File: src/adcs_regs.svh
/*
  Constants for the conversion sequencer: clock rates, sample-rate divider,
  oversampling and result-format figures.
  Assumes inclusion by bare name; definitions only.
*/
`ifndef ADCS_REGS_SVH
`define ADCS_REGS_SVH

// ==========================================================================
// Clocking
`define ADCS_SYS_CLK_KHZ 40000
`define ADCS_OSC_KHZ 4000
`define ADCS_FS_MAX_KHZ 500
// System cycles per sample period at the fastest rate (code 3)
`define ADCS_TICK_BASE_CYC (`ADCS_SYS_CLK_KHZ / `ADCS_FS_MAX_KHZ)
`define ADCS_RATE_CODE_MAX 2'h3

// ==========================================================================
// Conversion format
`define ADCS_OSR_EXP_BASE 4'h3
`define ADCS_RESULT_MSB 15
`define ADCS_RES_FULL 5'h10
`define ADCS_WORD_POS_MAX 16'h7fff
`define ADCS_WORD_NEG_MIN 16'h8000

// ==========================================================================
// Bias field codes and the highest rate code each allows
`define ADCS_BIAS_QUARTER 2'h0
`define ADCS_BIAS_HALF 2'h1
`define ADCS_RATE_LIM_QUARTER 2'h1
`define ADCS_RATE_LIM_HALF 2'h2

`endif

File: src/adcs_pkg.sv
/*
  Types shared by the conversion sequencer files.
  Assumes nothing beyond a SystemVerilog compiler.
*/
package adcs_pkg;
  typedef logic [15:0] adcs_word_t;
  typedef logic [4:0] adcs_res_t;
  typedef logic [1:0] adcs_sel2_t;
  typedef enum logic [1:0] {
    ST_IDLE = 2'b00,
    ST_ELEM = 2'b01,
    ST_FINAL = 2'b10
  } adcs_state_e;
endpackage

File: src/adcs_tick_if.sv
/*
  Carrier between the sequencer and its sample-rate divider.
  Assumes both ends run on the same system clock.
*/
`timescale 1ns/1ps
interface adcs_tick_if;
  logic [1:0] rate_sel;
  logic tick;
  modport gen (input rate_sel, output tick);
  modport use_side (output rate_sel, input tick);
endinterface
File: src/adcs_rate_div.sv
/*
  Sample-rate divider: one-cycle tick per sampling period.
  Assumes a 40 MHz system clock; the rate code is stable during a conversion.
*/
`timescale 1ns/1ps
`include "adcs_regs.svh"
module adcs_rate_div (
  // Clock and reset
  input wire logic sys_clk,
  input wire logic arst_n,
  // Tick carrier
  adcs_tick_if.gen tk
);
  import adcs_pkg::*;

  logic [9:0] cnt_reg;
  logic [9:0] period_m1;
  logic tick_reg;

  // ==========================================================================
  // Period: base 500 kHz period doubled per step below code 3
  assign period_m1 = 10'((`ADCS_TICK_BASE_CYC << (`ADCS_RATE_CODE_MAX - tk.rate_sel)) - 1); // RULE16

  always_ff @(posedge sys_clk or negedge arst_n) begin
    if (!arst_n) begin
      cnt_reg <= 10'h000;
      tick_reg <= 1'b0;
    end else if (cnt_reg >= period_m1) begin
      cnt_reg <= 10'h000;
      tick_reg <= 1'b1;
    end else begin
      cnt_reg <= cnt_reg + 10'h001;
      tick_reg <= 1'b0;
    end
  end

  assign tk.tick = tick_reg;
endmodule

File: src/adcs_sequencer.sv
/*
  Conversion sequencer of an incremental oversampling converter: sequencing
  of elementary conversions with offset chopping, continuous or on-request
  operation, and formatting of the saturated 16-bit result.
  Assumes config and start inputs come from logic on sys_clk; mod_bit comes
  from the analog modulator and is asynchronous.
*/
`timescale 1ns/1ps
`include "adcs_regs.svh"
// What the document requires of this block
// (RULE1) Count field 00/01/10/11 gives 1/2/4/8 elementary conversions.
// (RULE2) Software programs two or more elementary conversions for offset cancellation.
// (RULE3) Resolution equals twice log2 ratio plus log2 elementary count.
// (RULE4) Reported resolution is capped at sixteen bits.
// (RULE5) Conversion lasts count times (ratio plus one), plus one, sampling periods.
// (RULE6) One input bit selects continuous or on-request operation.
// (RULE7) Continuous mode restarts at once, writes the result, pulses completion.
// (RULE8) On-request mode starts on the start bit, same sequencing and duration.
// (RULE9) Result is a signed sixteen-bit two's complement word.
// (RULE10) Out-of-range results clamp to 0x7fff or 0x8000.
// (RULE11) Below sixteen bits, top unused bit is one, lower unused bits zero.
// (RULE12) Result also readable as separate high and low bytes.
// (RULE13) Bias codes 00/01/11 allow sampling up to 125/250/500 kHz.
// (RULE14) Software disables converter and amplifiers when idle.
// (RULE15) Start bit or default-start bit each begin a conversion.
// (RULE16) Rate field selects 62.5, 125, 250 or 500 kHz from 4 MHz; the divider derives them from the 40 MHz system clock.
// (RULE17) Ratio field gives two to the power three plus field, 8 to 1024.
// (RULE18) Elementary conversions alternate offset polarity; result is their mean.
// (RULE19) On-request mode returns to idle after writing the result.
module adcs_sequencer (
  // Clock and reset
  input wire logic sys_clk,
  input wire logic arst_n,
  // Configuration
  input wire logic [2:0] oversample_ratio_sel,
  input wire adcs_pkg::adcs_sel2_t elem_conv_count_sel,
  input wire adcs_pkg::adcs_sel2_t sample_rate_sel,
  input wire logic continuous_mode,
  input wire logic start_req,
  input wire logic default_start_req,
  input wire adcs_pkg::adcs_sel2_t converter_bias_sel,
  input wire adcs_pkg::adcs_sel2_t amplifier_bias_sel,
  // Modulator
  input wire logic mod_bit,
  output logic chop_polarity,
  // Result and status
  output adcs_pkg::adcs_word_t conversion_result_word,
  output logic [7:0] result_high_byte,
  output logic [7:0] result_low_byte,
  output adcs_pkg::adcs_res_t resolution_bits,
  output logic conv_done_pulse,
  output logic conv_busy,
  output adcs_pkg::adcs_sel2_t converter_bias_out,
  output adcs_pkg::adcs_sel2_t amplifier_bias_out,
  output logic bias_rate_error
);
  import adcs_pkg::*;

  adcs_tick_if tk ();
  adcs_state_e state_reg;
  logic [3:0] osr_exp_reg;
  logic [1:0] nel_exp_reg;
  logic [10:0] period_cnt_reg;
  logic [2:0] elem_cnt_reg;
  logic signed [15:0] acc_reg;
  logic mod_meta_reg;
  logic mod_sync_reg;
  logic [13:0] tick_cnt_reg;
  logic start_any;
  logic begin_conv;
  logic restart;
  logic final_tick;
  logic elem_end;
  logic [10:0] osr_val;
  logic [2:0] nel_last;
  adcs_res_t res_next;
  adcs_word_t word_next;

  // ==========================================================================
  // Sample-rate divider
  assign tk.rate_sel = sample_rate_sel;

  adcs_rate_div u_div (
    .sys_clk(sys_clk),
    .arst_n(arst_n),
    .tk(tk)
  );

  // ==========================================================================
  // Modulator bit synchroniser
  always_ff @(posedge sys_clk or negedge arst_n) begin
    if (!arst_n) begin
      mod_meta_reg <= 1'b0;
      mod_sync_reg <= 1'b0;
    end else begin
      mod_meta_reg <= mod_bit;
      mod_sync_reg <= mod_meta_reg;
    end
  end

  // ==========================================================================
  // Sequencing
  assign start_any = start_req | default_start_req; // RULE15
  assign begin_conv = (state_reg == ST_IDLE) && start_any; // RULE8
  assign final_tick = (state_reg == ST_FINAL) && tk.tick;
  assign restart = final_tick && continuous_mode; // RULE6 RULE7
  assign osr_val = 11'h001 << osr_exp_reg; // RULE17
  assign nel_last = 3'((4'h1 << nel_exp_reg) - 4'h1); // RULE1
  assign elem_end = (state_reg == ST_ELEM) && tk.tick && (period_cnt_reg == osr_val); // RULE5

  always_ff @(posedge sys_clk or negedge arst_n) begin
    if (!arst_n) begin
      state_reg <= ST_IDLE;
    end else begin
      case (state_reg)
        ST_IDLE: begin
          if (begin_conv) begin
            state_reg <= ST_ELEM;
          end
        end
        ST_ELEM: begin
          if (elem_end && elem_cnt_reg == nel_last) begin
            state_reg <= ST_FINAL;
          end
        end
        ST_FINAL: begin
          if (tk.tick) begin
            state_reg <= continuous_mode ? ST_ELEM : ST_IDLE; // RULE7 RULE19
          end
        end
        default: begin
          state_reg <= ST_IDLE;
        end
      endcase
    end
  end

  // Settings are latched per conversion so a mid-conversion write cannot
  // split one result across two ratios.
  always_ff @(posedge sys_clk or negedge arst_n) begin
    if (!arst_n) begin
      osr_exp_reg <= `ADCS_OSR_EXP_BASE;
      nel_exp_reg <= 2'h0;
    end else if (begin_conv || restart) begin
      osr_exp_reg <= `ADCS_OSR_EXP_BASE + {1'b0, oversample_ratio_sel}; // RULE17
      nel_exp_reg <= elem_conv_count_sel; // RULE1
    end
  end

  // The first period of each elementary conversion resets the integrator
  always_ff @(posedge sys_clk or negedge arst_n) begin
    if (!arst_n) begin
      period_cnt_reg <= 11'h000;
      elem_cnt_reg <= 3'h0;
      tick_cnt_reg <= 14'h0000;
    end else if (begin_conv || restart) begin
      period_cnt_reg <= 11'h000;
      elem_cnt_reg <= 3'h0;
      tick_cnt_reg <= 14'h0000;
    end else if (tk.tick && state_reg != ST_IDLE) begin
      tick_cnt_reg <= tick_cnt_reg + 14'h0001;
      if (elem_end) begin
        period_cnt_reg <= 11'h000;
        elem_cnt_reg <= elem_cnt_reg + 3'h1;
      end else if (state_reg == ST_ELEM) begin
        period_cnt_reg <= period_cnt_reg + 11'h001;
      end
    end
  end

  // Odd elementary conversions see the input reversed, so their sign flips
  assign chop_polarity = elem_cnt_reg[0]; // RULE18

  always_ff @(posedge sys_clk or negedge arst_n) begin
    if (!arst_n) begin
      acc_reg <= 16'sh0000;
    end else if (begin_conv || restart) begin
      acc_reg <= 16'sh0000;
    end else if (state_reg == ST_ELEM && tk.tick && period_cnt_reg != 11'h000) begin
      acc_reg <= (mod_sync_reg ^ elem_cnt_reg[0]) ? acc_reg + 16'sh0001 : acc_reg - 16'sh0001; // RULE18
    end
  end

  // ==========================================================================
  // Result formatting
  always_comb begin
    logic [5:0] res_raw;
    logic [3:0] shift;
    logic signed [31:0] scaled;
    logic [15:0] keep;
    keep = 16'hffff;
    res_raw = {1'b0, osr_exp_reg, 1'b0} + {4'h0, nel_exp_reg}; // RULE3
    res_next = (res_raw > 6'(`ADCS_RES_FULL)) ? `ADCS_RES_FULL : 5'(res_raw); // RULE4
    // Sum over N*OSR samples is the mean scaled to full 16-bit span
    shift = 4'(`ADCS_RESULT_MSB) - osr_exp_reg - {2'h0, nel_exp_reg}; // RULE18
    scaled = 32'(acc_reg) <<< shift;
    if (scaled > 32'sh00007fff) begin
      word_next = `ADCS_WORD_POS_MAX; // RULE10
    end else if (scaled < -32'sh00008000) begin
      word_next = `ADCS_WORD_NEG_MIN; // RULE10
    end else begin
      word_next = scaled[15:0]; // RULE9
    end
    if (res_next < `ADCS_RES_FULL) begin
      keep = 16'hffff << (5'h10 - res_next);
      word_next = (word_next & keep) | (16'h8000 >> res_next); // RULE11
    end
  end

  always_ff @(posedge sys_clk or negedge arst_n) begin
    if (!arst_n) begin
      conversion_result_word <= 16'h0000;
      result_high_byte <= 8'h00;
      result_low_byte <= 8'h00;
      resolution_bits <= 5'h00;
      conv_done_pulse <= 1'b0;
    end else begin
      conv_done_pulse <= final_tick; // RULE7
      if (final_tick) begin
        conversion_result_word <= word_next;
        result_high_byte <= word_next[15:8]; // RULE12
        result_low_byte <= word_next[7:0]; // RULE12
        resolution_bits <= res_next; // RULE3
      end
    end
  end

  always_ff @(posedge sys_clk or negedge arst_n) begin
    if (!arst_n) begin
      conv_busy <= 1'b0;
    end else if (begin_conv) begin
      conv_busy <= 1'b1;
    end else if (final_tick && !continuous_mode) begin
      conv_busy <= 1'b0; // RULE19
    end
  end

  // ==========================================================================
  // Bias settings and allowed sampling rate; unlisted code 10 is taken as quarter
  function automatic logic [1:0] rate_lim(input logic [1:0] b);
    if (b == `ADCS_BIAS_QUARTER || b == 2'h2) begin
      rate_lim = `ADCS_RATE_LIM_QUARTER;
    end else if (b == `ADCS_BIAS_HALF) begin
      rate_lim = `ADCS_RATE_LIM_HALF;
    end else begin
      rate_lim = `ADCS_RATE_CODE_MAX;
    end
  endfunction

  always_ff @(posedge sys_clk or negedge arst_n) begin
    if (!arst_n) begin
      converter_bias_out <= 2'h3;
      amplifier_bias_out <= 2'h3;
      bias_rate_error <= 1'b0;
    end else begin
      converter_bias_out <= converter_bias_sel;
      amplifier_bias_out <= amplifier_bias_sel;
      bias_rate_error <= (sample_rate_sel > rate_lim(converter_bias_sel)) ||
                         (sample_rate_sel > rate_lim(amplifier_bias_sel)); // RULE13
    end
  end
endmodule

File: config.mk
export PLATFORM = sky130hd
export DESIGN_NAME = adcs_sequencer
export DESIGN_NICKNAME = d
export VERILOG_FILES = /design/src/adcs_pkg.sv /design/src/adcs_tick_if.sv /design/src/adcs_rate_div.sv /design/src/adcs_sequencer.sv
export VERILOG_INCLUDE_DIRS = /design/src
export SDC_FILE = /design/constraint.sdc
export NUM_CORES = 1
export LEC_CHECK = 0
export ABC_CLOCK_PERIOD_IN_PS = 3500
export BUFFER_PORTS_ARGS = -buffer_cell sky130_fd_sc_hd__buf_2
export CORE_ASPECT_RATIO = 0.5
export CORE_MARGIN = 2
export CORE_UTILIZATION = 35
export DETAILED_ROUTE_END_ITERATION = 12
export GPL_TIMING_DRIVEN = 0
export HOLD_SLACK_MARGIN = 0.1
export PLACE_DENSITY = 0.53
export SETUP_SLACK_MARGIN = 0.5
export SYNTH_ARGS = -nofsm -noshare
export SYNTH_HDL_FRONTEND = slang
export SYNTH_SLANG_ARGS = --single-unit
File: constraint.sdc
create_clock -name sys_clk -period 3.5 [get_ports sys_clk]
set_input_delay 0.7 -clock sys_clk [delete_from_list [all_inputs] [get_ports sys_clk]]
set_output_delay 0.7 -clock sys_clk [all_outputs]
set_load 0.02 [all_outputs]
==> results of run 1 <==
==> kinds of logic after synthesis <==
| group | count (synthesis) | synth area share |
|---|---|---|
| muxes | 29 | 0.0670 |
| adders and majority gates | 50 | 0.0981 |
| DFF | 79 | 0.304 |
| and+or+nand+nor | 287 | 0.215 |
| buffers and inverters | 90 | 0.0636 |
| xor gates and xnor gates | 32 | 0.0429 |
| AOI/OAI and AO/OA | 207 | 0.210 |
==> power groups by stage <==
stage          clock network, W  registers (W)  logic [W]
2_1_floorplan                 0        0.00133    0.00403
3_3_place_gp                  0        0.00140    0.00516
3_5_place_dp                  0        0.00141    0.00516
4_1_cts                 0.00116        0.00138    0.00562
5_1_grt                 0.00121        0.00142    0.00654
6_report                0.00114        0.00138    0.00595
==> synth_stat cells (5+ instances only) <==
master / n / area share
nand2_1: 78 / 0.045
dfrtp_1: 73 / 0.28
nor2_1: 67 / 0.039
a21oi_1: 57 / 0.044
o21ai_0: 54 / 0.041
ha_1: 48 / 0.092
nand3_1: 39 / 0.030
inv_1: 34 / 0.020
clkbuf_1: 30 / 0.017
nor3_1: 23 / 0.018
a21o_1: 17 / 0.020
xor2_1: 17 / 0.023
buf_4: 16 / 0.018
mux2i_1: 16 / 0.025
nand2b_1: 15 / 0.014
xnor2_1: 15 / 0.020
and3_1: 13 / 0.012
mux4_2: 9 / 0.031
buf_2: 8 / 0.0061
a31oi_1: 7 / 0.0067
nor4_1: 7 / 0.0067
o31ai_1: 7 / 0.0080
a311oi_1: 6 / 0.0080
dfstp_2: 6 / 0.024
a211oi_1: 5 / 0.0057
and2_1: 5 / 0.0048
nand4_1: 5 / 0.0048
nor2b_1: 5 / 0.0048
nor4b_1: 5 / 0.0067
o22ai_1: 5 / 0.0048
or2_2: 5 / 0.0048
==> repair_timing <==
action	4_1_cts	5_1_grt
endpoints found under the setup margin	20	35
buffers inserted	12	7
gates resized for setup	26	24
pin swaps	18	12
==> metrics by stage <==
stage | instances | hold slack (ps)
after detailed placement | 1076 | 372
final | 1111 | 319
after global routing | 1111 | 358
after global placement | 1075 | 367
after floorplan | 774 | 331
after CTS | 1104 | 342
==> cell type report <==
cell class / count / area [µm²] / share of cell area
multi-input combinational: 605 / 4340 / 0.549
sequential: 79 / 1990 / 0.251
timing repair buffer: 81 / 493 / 0.0624
tap: 240 / 300 / 0.0380
buffer: 56 / 298 / 0.0377
clock buffer: 11 / 253 / 0.0320
inverter: 34 / 133 / 0.0168
clock inverter: 5 / 104 / 0.0131
==> worst paths after layout <==
path                                             from                                    end  slack [ps]  cells after the start
hold reg to reg                mod_meta_reg$_DFF_PN0_                 mod_sync_reg$_DFF_PN0_         380                      0
max in group asynchronous                      arst_n        amplifier_bias_out[1]$_DFF_PN1_        2530                      2
setup reg to reg           osr_exp_reg[0]$_DFFE_PN1N_  conversion_result_word[5]$_DFFE_PN0P_        -380                     12
setup / recovery           osr_exp_reg[0]$_DFFE_PN1N_  conversion_result_word[5]$_DFFE_PN0P_        -380                     12
min in group sys_clk           mod_meta_reg$_DFF_PN0_                 mod_sync_reg$_DFF_PN0_         380                      0
hold / removal                                 arst_n               state_reg[1]$_DFFE_PN0P_         320                      1
==> routing by layer <==
layer / track usage / routed length, µm / up-vias
met5: 0 / 0 / -
met4: 0.0474 / 138 / 0
met3: 0.0325 / 492 / 6
met2: 0.307 / 8200 / 110
met1: 0.263 / 9120 / 2892
li1: - / - / 2987
==> results.tsv, run 1 <==
stage	metric	value	unit
placement	Placed Area	0.00721	mm²
placement	gpl congestion	0.891	
placement	# port buffers	61	
critical_path	CP arrival	4110	ps
timing	measured slew at the worst slew-check pin	843	ps
floorplan	I/O pin count	62	
pwr	Int Pwr	0.00428	W
drt	vias	5995	
critical_path	critical path buffer and inverter count	2	
floorplan	Die ar.	0.0198	mm²
run_status	outcome	complete, but fails checks	
placement	pre-CTS WS	-573	ps
pwr	switching share of total power	0.495	
clock_network	hold-fix buffers at CTS	0	
timing	min setup slack post-route	-381	ps
critical_path	slowest CP cell	dfstp_2	
final_layout	Layout Utilization	0.431	
final_layout	share of cells above drive strength 1	0.225	
final_layout	area growth from synthesis to layout	21.0	%
timing	RSZ-0062 raised after global routing	true	
floorplan	CORE AREA	0.0183	mm²
pwr	Comb power frac	0.702	
floorplan	Placement Rows	35	
pwr	Peak supply drop	0.000351	V
critical_path	Cell Chain, Critical Path	ha_4, inv_2, fa_1, buf_6, mux4_2, mux2_4, or3_4, a221oi_2, o2111ai_2, o21ba_4, a221o_1, a31o_1	
floorplan	initial core utilization	0.356	
timing	Worst slew margin	0.438	
global_route	grt total ovfl	0	
final_layout	most frequent cells in the layout	nand2_1, dfrtp_1, buf_2, nor2_1	
synth	Yosys reg bits	79	
min_path	min-delay worst type	input pin to async pin	
timing	final setup vio count	15	
synth	Mean Syn Cell Area	8.44	µm²
final_layout	commonest non-fill, non-tap cell in the layout	nand2_1	
pwr	clock power share	0.134	
clock_network	# clock sinks	79	
critical_path	crit-path leading delay family	compound AO/OA/AOI/OAI gates	
synth	synth unique cells	73	
timing	Max Slew Vio Count	0	
flow_run	Max-cap violations	0	
final_layout	Final Cell Area	0.00791	mm²
timing	period utilization	1.11	
global_route	vias in the first global route	5816	
clock_network	Clock Pin Slew Worst Setup and Hold Paths	70	ps
final_layout	ant diodes	0	
drt	routed vias/inst	5.40	
global_route	Total GRT Usage	0.189	
global_route	first-pass GRT wire length	29900	µm
critical_path	CP Data Required Time	3730	ps
timing	Worst Skew	9.15	ps
drt	Final ANT Viol Nets	0	
clock_network	CTS root buffer	clkbuf_16	
synth	Synth Instances	774	
global_route	initial antenna violation count	0	
drt	routed wire length	17900	µm
drt	Starting DRT DRC Count	356	
pwr	Total Power	0.00846	W
synth	Cell Area, Synth	0.00653	mm²
pwr	leakage	3.71	nW
synth	Async S/R FF share, synth	1.00	
clock_network	CTS Buffer Depth	2	
run_status	failing checks	negative setup slack	
floorplan	die width	197	µm
synth	Post-Syn Nets	841	
pwr	Flop pwr share	0.163	
clock_network	number of CTS-inserted buffers	9	
synth	Primary FF master, synth	dfrtp_1	
synth	EDFF count, synth	0	
timing	Max Fclk	258	MHz
synth	synth warn	0	
floorplan	die height	101	µm
pwr	sw power	0.00419	W
final_layout	FILL cells	1799	
final_layout	nets	933	
drt	drt drc	0	
global_route	largest net degree at the start of global routing	45	
pwr	PD cells	1070	mW/mm²
synth	post-synthesis sequential area ratio	0.304	
clock_network	CTS tree	done	
timing	Tmin final	3880	ps
placement	detailed placement HPWL	13400	µm
timing	Final Hold Viols	0	
drt	Wirelength per Cell	16.2	µm
timing	Setup TNS Final	-4140	ps
drt	Initial DRT Pass Iterations	5	
critical_path	endpoint class of the critical path	register	
critical_path	max incr delay on CP	560	ps
critical_path	critical path fanouts, max	5	
clock_network	Clk Latency, worst-skew pair	350	ps
clock_network	H-tree Lvls	3	
critical_path	CP Class	register to register	
critical_path	Worst Setup Start Kind	register	
No activity file was read; power rests on OpenSTA's default activity.
==> inputs of run 2 (changes only) <==
- ABC_CLOCK_PERIOD_IN_PS: 3500 -> not set
- SKIP_CTS_REPAIR_TIMING: not set -> 1
==> results.tsv, run 2 (same netlist as run 1, synthesis figures left out) <==
stage	metric	value	unit
critical_path	critical path fanouts, max	7	
timing	RSZ-0062 raised after global routing	true	
pwr	PD cells	1100	mW/mm²
timing	min setup slack post-route	-435	ps
drt	Final ANT Viol Nets	0	
clock_network	CTS Buffer Depth	2	
floorplan	Placement Rows	35	
timing	period utilization	1.12	
final_layout	ant diodes	0	
pwr	Peak supply drop	0.000437	V
clock_network	CTS root buffer	clkbuf_16	
pwr	Total Power	0.00873	W
timing	Max Slew Vio Count	0	
final_layout	area growth from synthesis to layout	22.0	%
clock_network	Clk Latency, worst-skew pair	350	ps
pwr	switching share of total power	0.494	
run_status	outcome	complete, but fails checks	
global_route	initial antenna violation count	0	
pwr	leakage	3.73	nW
final_layout	share of cells above drive strength 1	0.217	
clock_network	H-tree Lvls	3	
pwr	clock power share	0.129	
min_path	min-delay worst type	input pin to async pin	
global_route	vias in the first global route	5669	
flow_run	Max-cap violations	0	
drt	vias	6022	
drt	Starting DRT DRC Count	328	
floorplan	CORE AREA	0.0183	mm²
final_layout	fin cells	1111	
placement	gpl congestion	0.891	
clock_network	CTS tree	done	
pwr	sw power	0.00431	W
placement	detailed placement HPWL	13400	µm
global_route	largest net degree at the start of global routing	45	
global_route	Total GRT Usage	0.186	
timing	Max Fclk	254	MHz
floorplan	die width	197	µm
clock_network	number of CTS-inserted buffers	9	
timing	final setup vio count	15	
pwr	Int Pwr	0.00442	W
global_route	grt total ovfl	0	
timing	Worst Skew	7.08	ps
critical_path	CP arrival	4160	ps
critical_path	CP Class	register to register	
pwr	Flop pwr share	0.160	
final_layout	commonest non-fill, non-tap cell in the layout	nand2_1	
placement	# port buffers	61	
timing	Final Hold Viols	0	
final_layout	most frequent cells in the layout	nand2_1, dfrtp_1, buf_2, nor2_1, a21oi_1	
timing	Tmin final	3930	ps
clock_network	Clock Pin Slew Worst Setup and Hold Paths	60	ps
drt	Initial DRT Pass Iterations	5	
pwr	Comb power frac	0.711	
drt	drt drc	0	
final_layout	nets	933	
floorplan	I/O pin count	62	
timing	measured slew at the worst slew-check pin	888	ps
global_route	first-pass GRT wire length	29400	µm
drt	routed wire length	18200	µm
critical_path	endpoint class of the critical path	register	
placement	dpl cells	1076	
drt	routed vias/inst	5.42	
timing	worst-case hold slack	328	ps
critical_path	Worst Setup Start Kind	register	
floorplan	initial core utilization	0.356	
run_status	failing checks	negative setup slack	
critical_path	CP Data Required Time	3730	ps
floorplan	Die ar.	0.0198	mm²
floorplan	die height	101	µm
timing	Worst slew margin	0.408	
clock_network	# clock sinks	79	
drt	Wirelength per Cell	16.4	µm
run 2: layout make-up:
class	instances	area (µm²)
fill	1813	10400
multi-input combinational	606	4400
sequential	79	1990
timing repair buffer	80	490
buffer	56	300
tap	240	300
clock buffer	11	253
inverter	34	133
clock inverter	5	104
run 2: final timing paths:
| kind | start | slack, ps | cells past startpoint | endpoint |
|---|---|---|---|---|
| worst max register to register | osr_exp_reg[0]$_DFFE_PN1N_ | -430 | 13 | conversion_result_word[0]$_DFFE_PN0P_ |
| worst max-delay path | osr_exp_reg[0]$_DFFE_PN1N_ | -430 | 13 | conversion_result_word[0]$_DFFE_PN0P_ |
| worst min register to register | mod_meta_reg$_DFF_PN0_ | 380 | 0 | mod_sync_reg$_DFF_PN0_ |
| min in group sys_clk | mod_meta_reg$_DFF_PN0_ | 380 | 0 | mod_sync_reg$_DFF_PN0_ |
| max in group asynchronous | arst_n | 2520 | 2 | amplifier_bias_out[1]$_DFF_PN1_ |
| worst min-delay path | arst_n | 330 | 1 | state_reg[1]$_DFFE_PN0P_ |
run 2: metal layers:
metal,global-route usage,routed length (µm),up-vias
met5,0,0,-
met4,0.0468,106,0
met3,0.0284,589,9
met2,0.299,8410,126
met1,0.264,9090,2885
li1,-,-,3002
run 2: power by group through the flow:
stage | combinational (W) | sequential (W) | clock, W
2_1_floorplan | 0.00403 | 0.00133 | 0
3_3_place_gp | 0.00516 | 0.00140 | 0
3_5_place_dp | 0.00516 | 0.00141 | 0
4_1_cts | 0.00519 | 0.00139 | 0.00116
5_1_grt | 0.00678 | 0.00143 | 0.00120
6_report | 0.00621 | 0.00140 | 0.00113
run 2: critical path, cell delays in order (launching register included):
cell	delay [ps]
dfstp_2	570
ha_4	140
inv_2	30
fa_1	490
buf_6	140
mux4_2	530
mux2_4	290
or3_4	350
a221oi_4	320
o2111ai_4	190
buf_12	180
o21bai_4	180
a21oi_1	130
a221o_1	270
run 2: metrics by stage:
stage	utilization	instance area, µm²	worst slack (ps)	setup TNS [ps]
global placement	0.391	7180	-567	-6270
global route	0.434	7970	-558	-7130
finish	0.434	7970	-435	-5210
floorplan	-	6570	-201	-1010
CTS	0.412	7560	-622	-7000
detailed placement	0.393	7210	-573	-6290
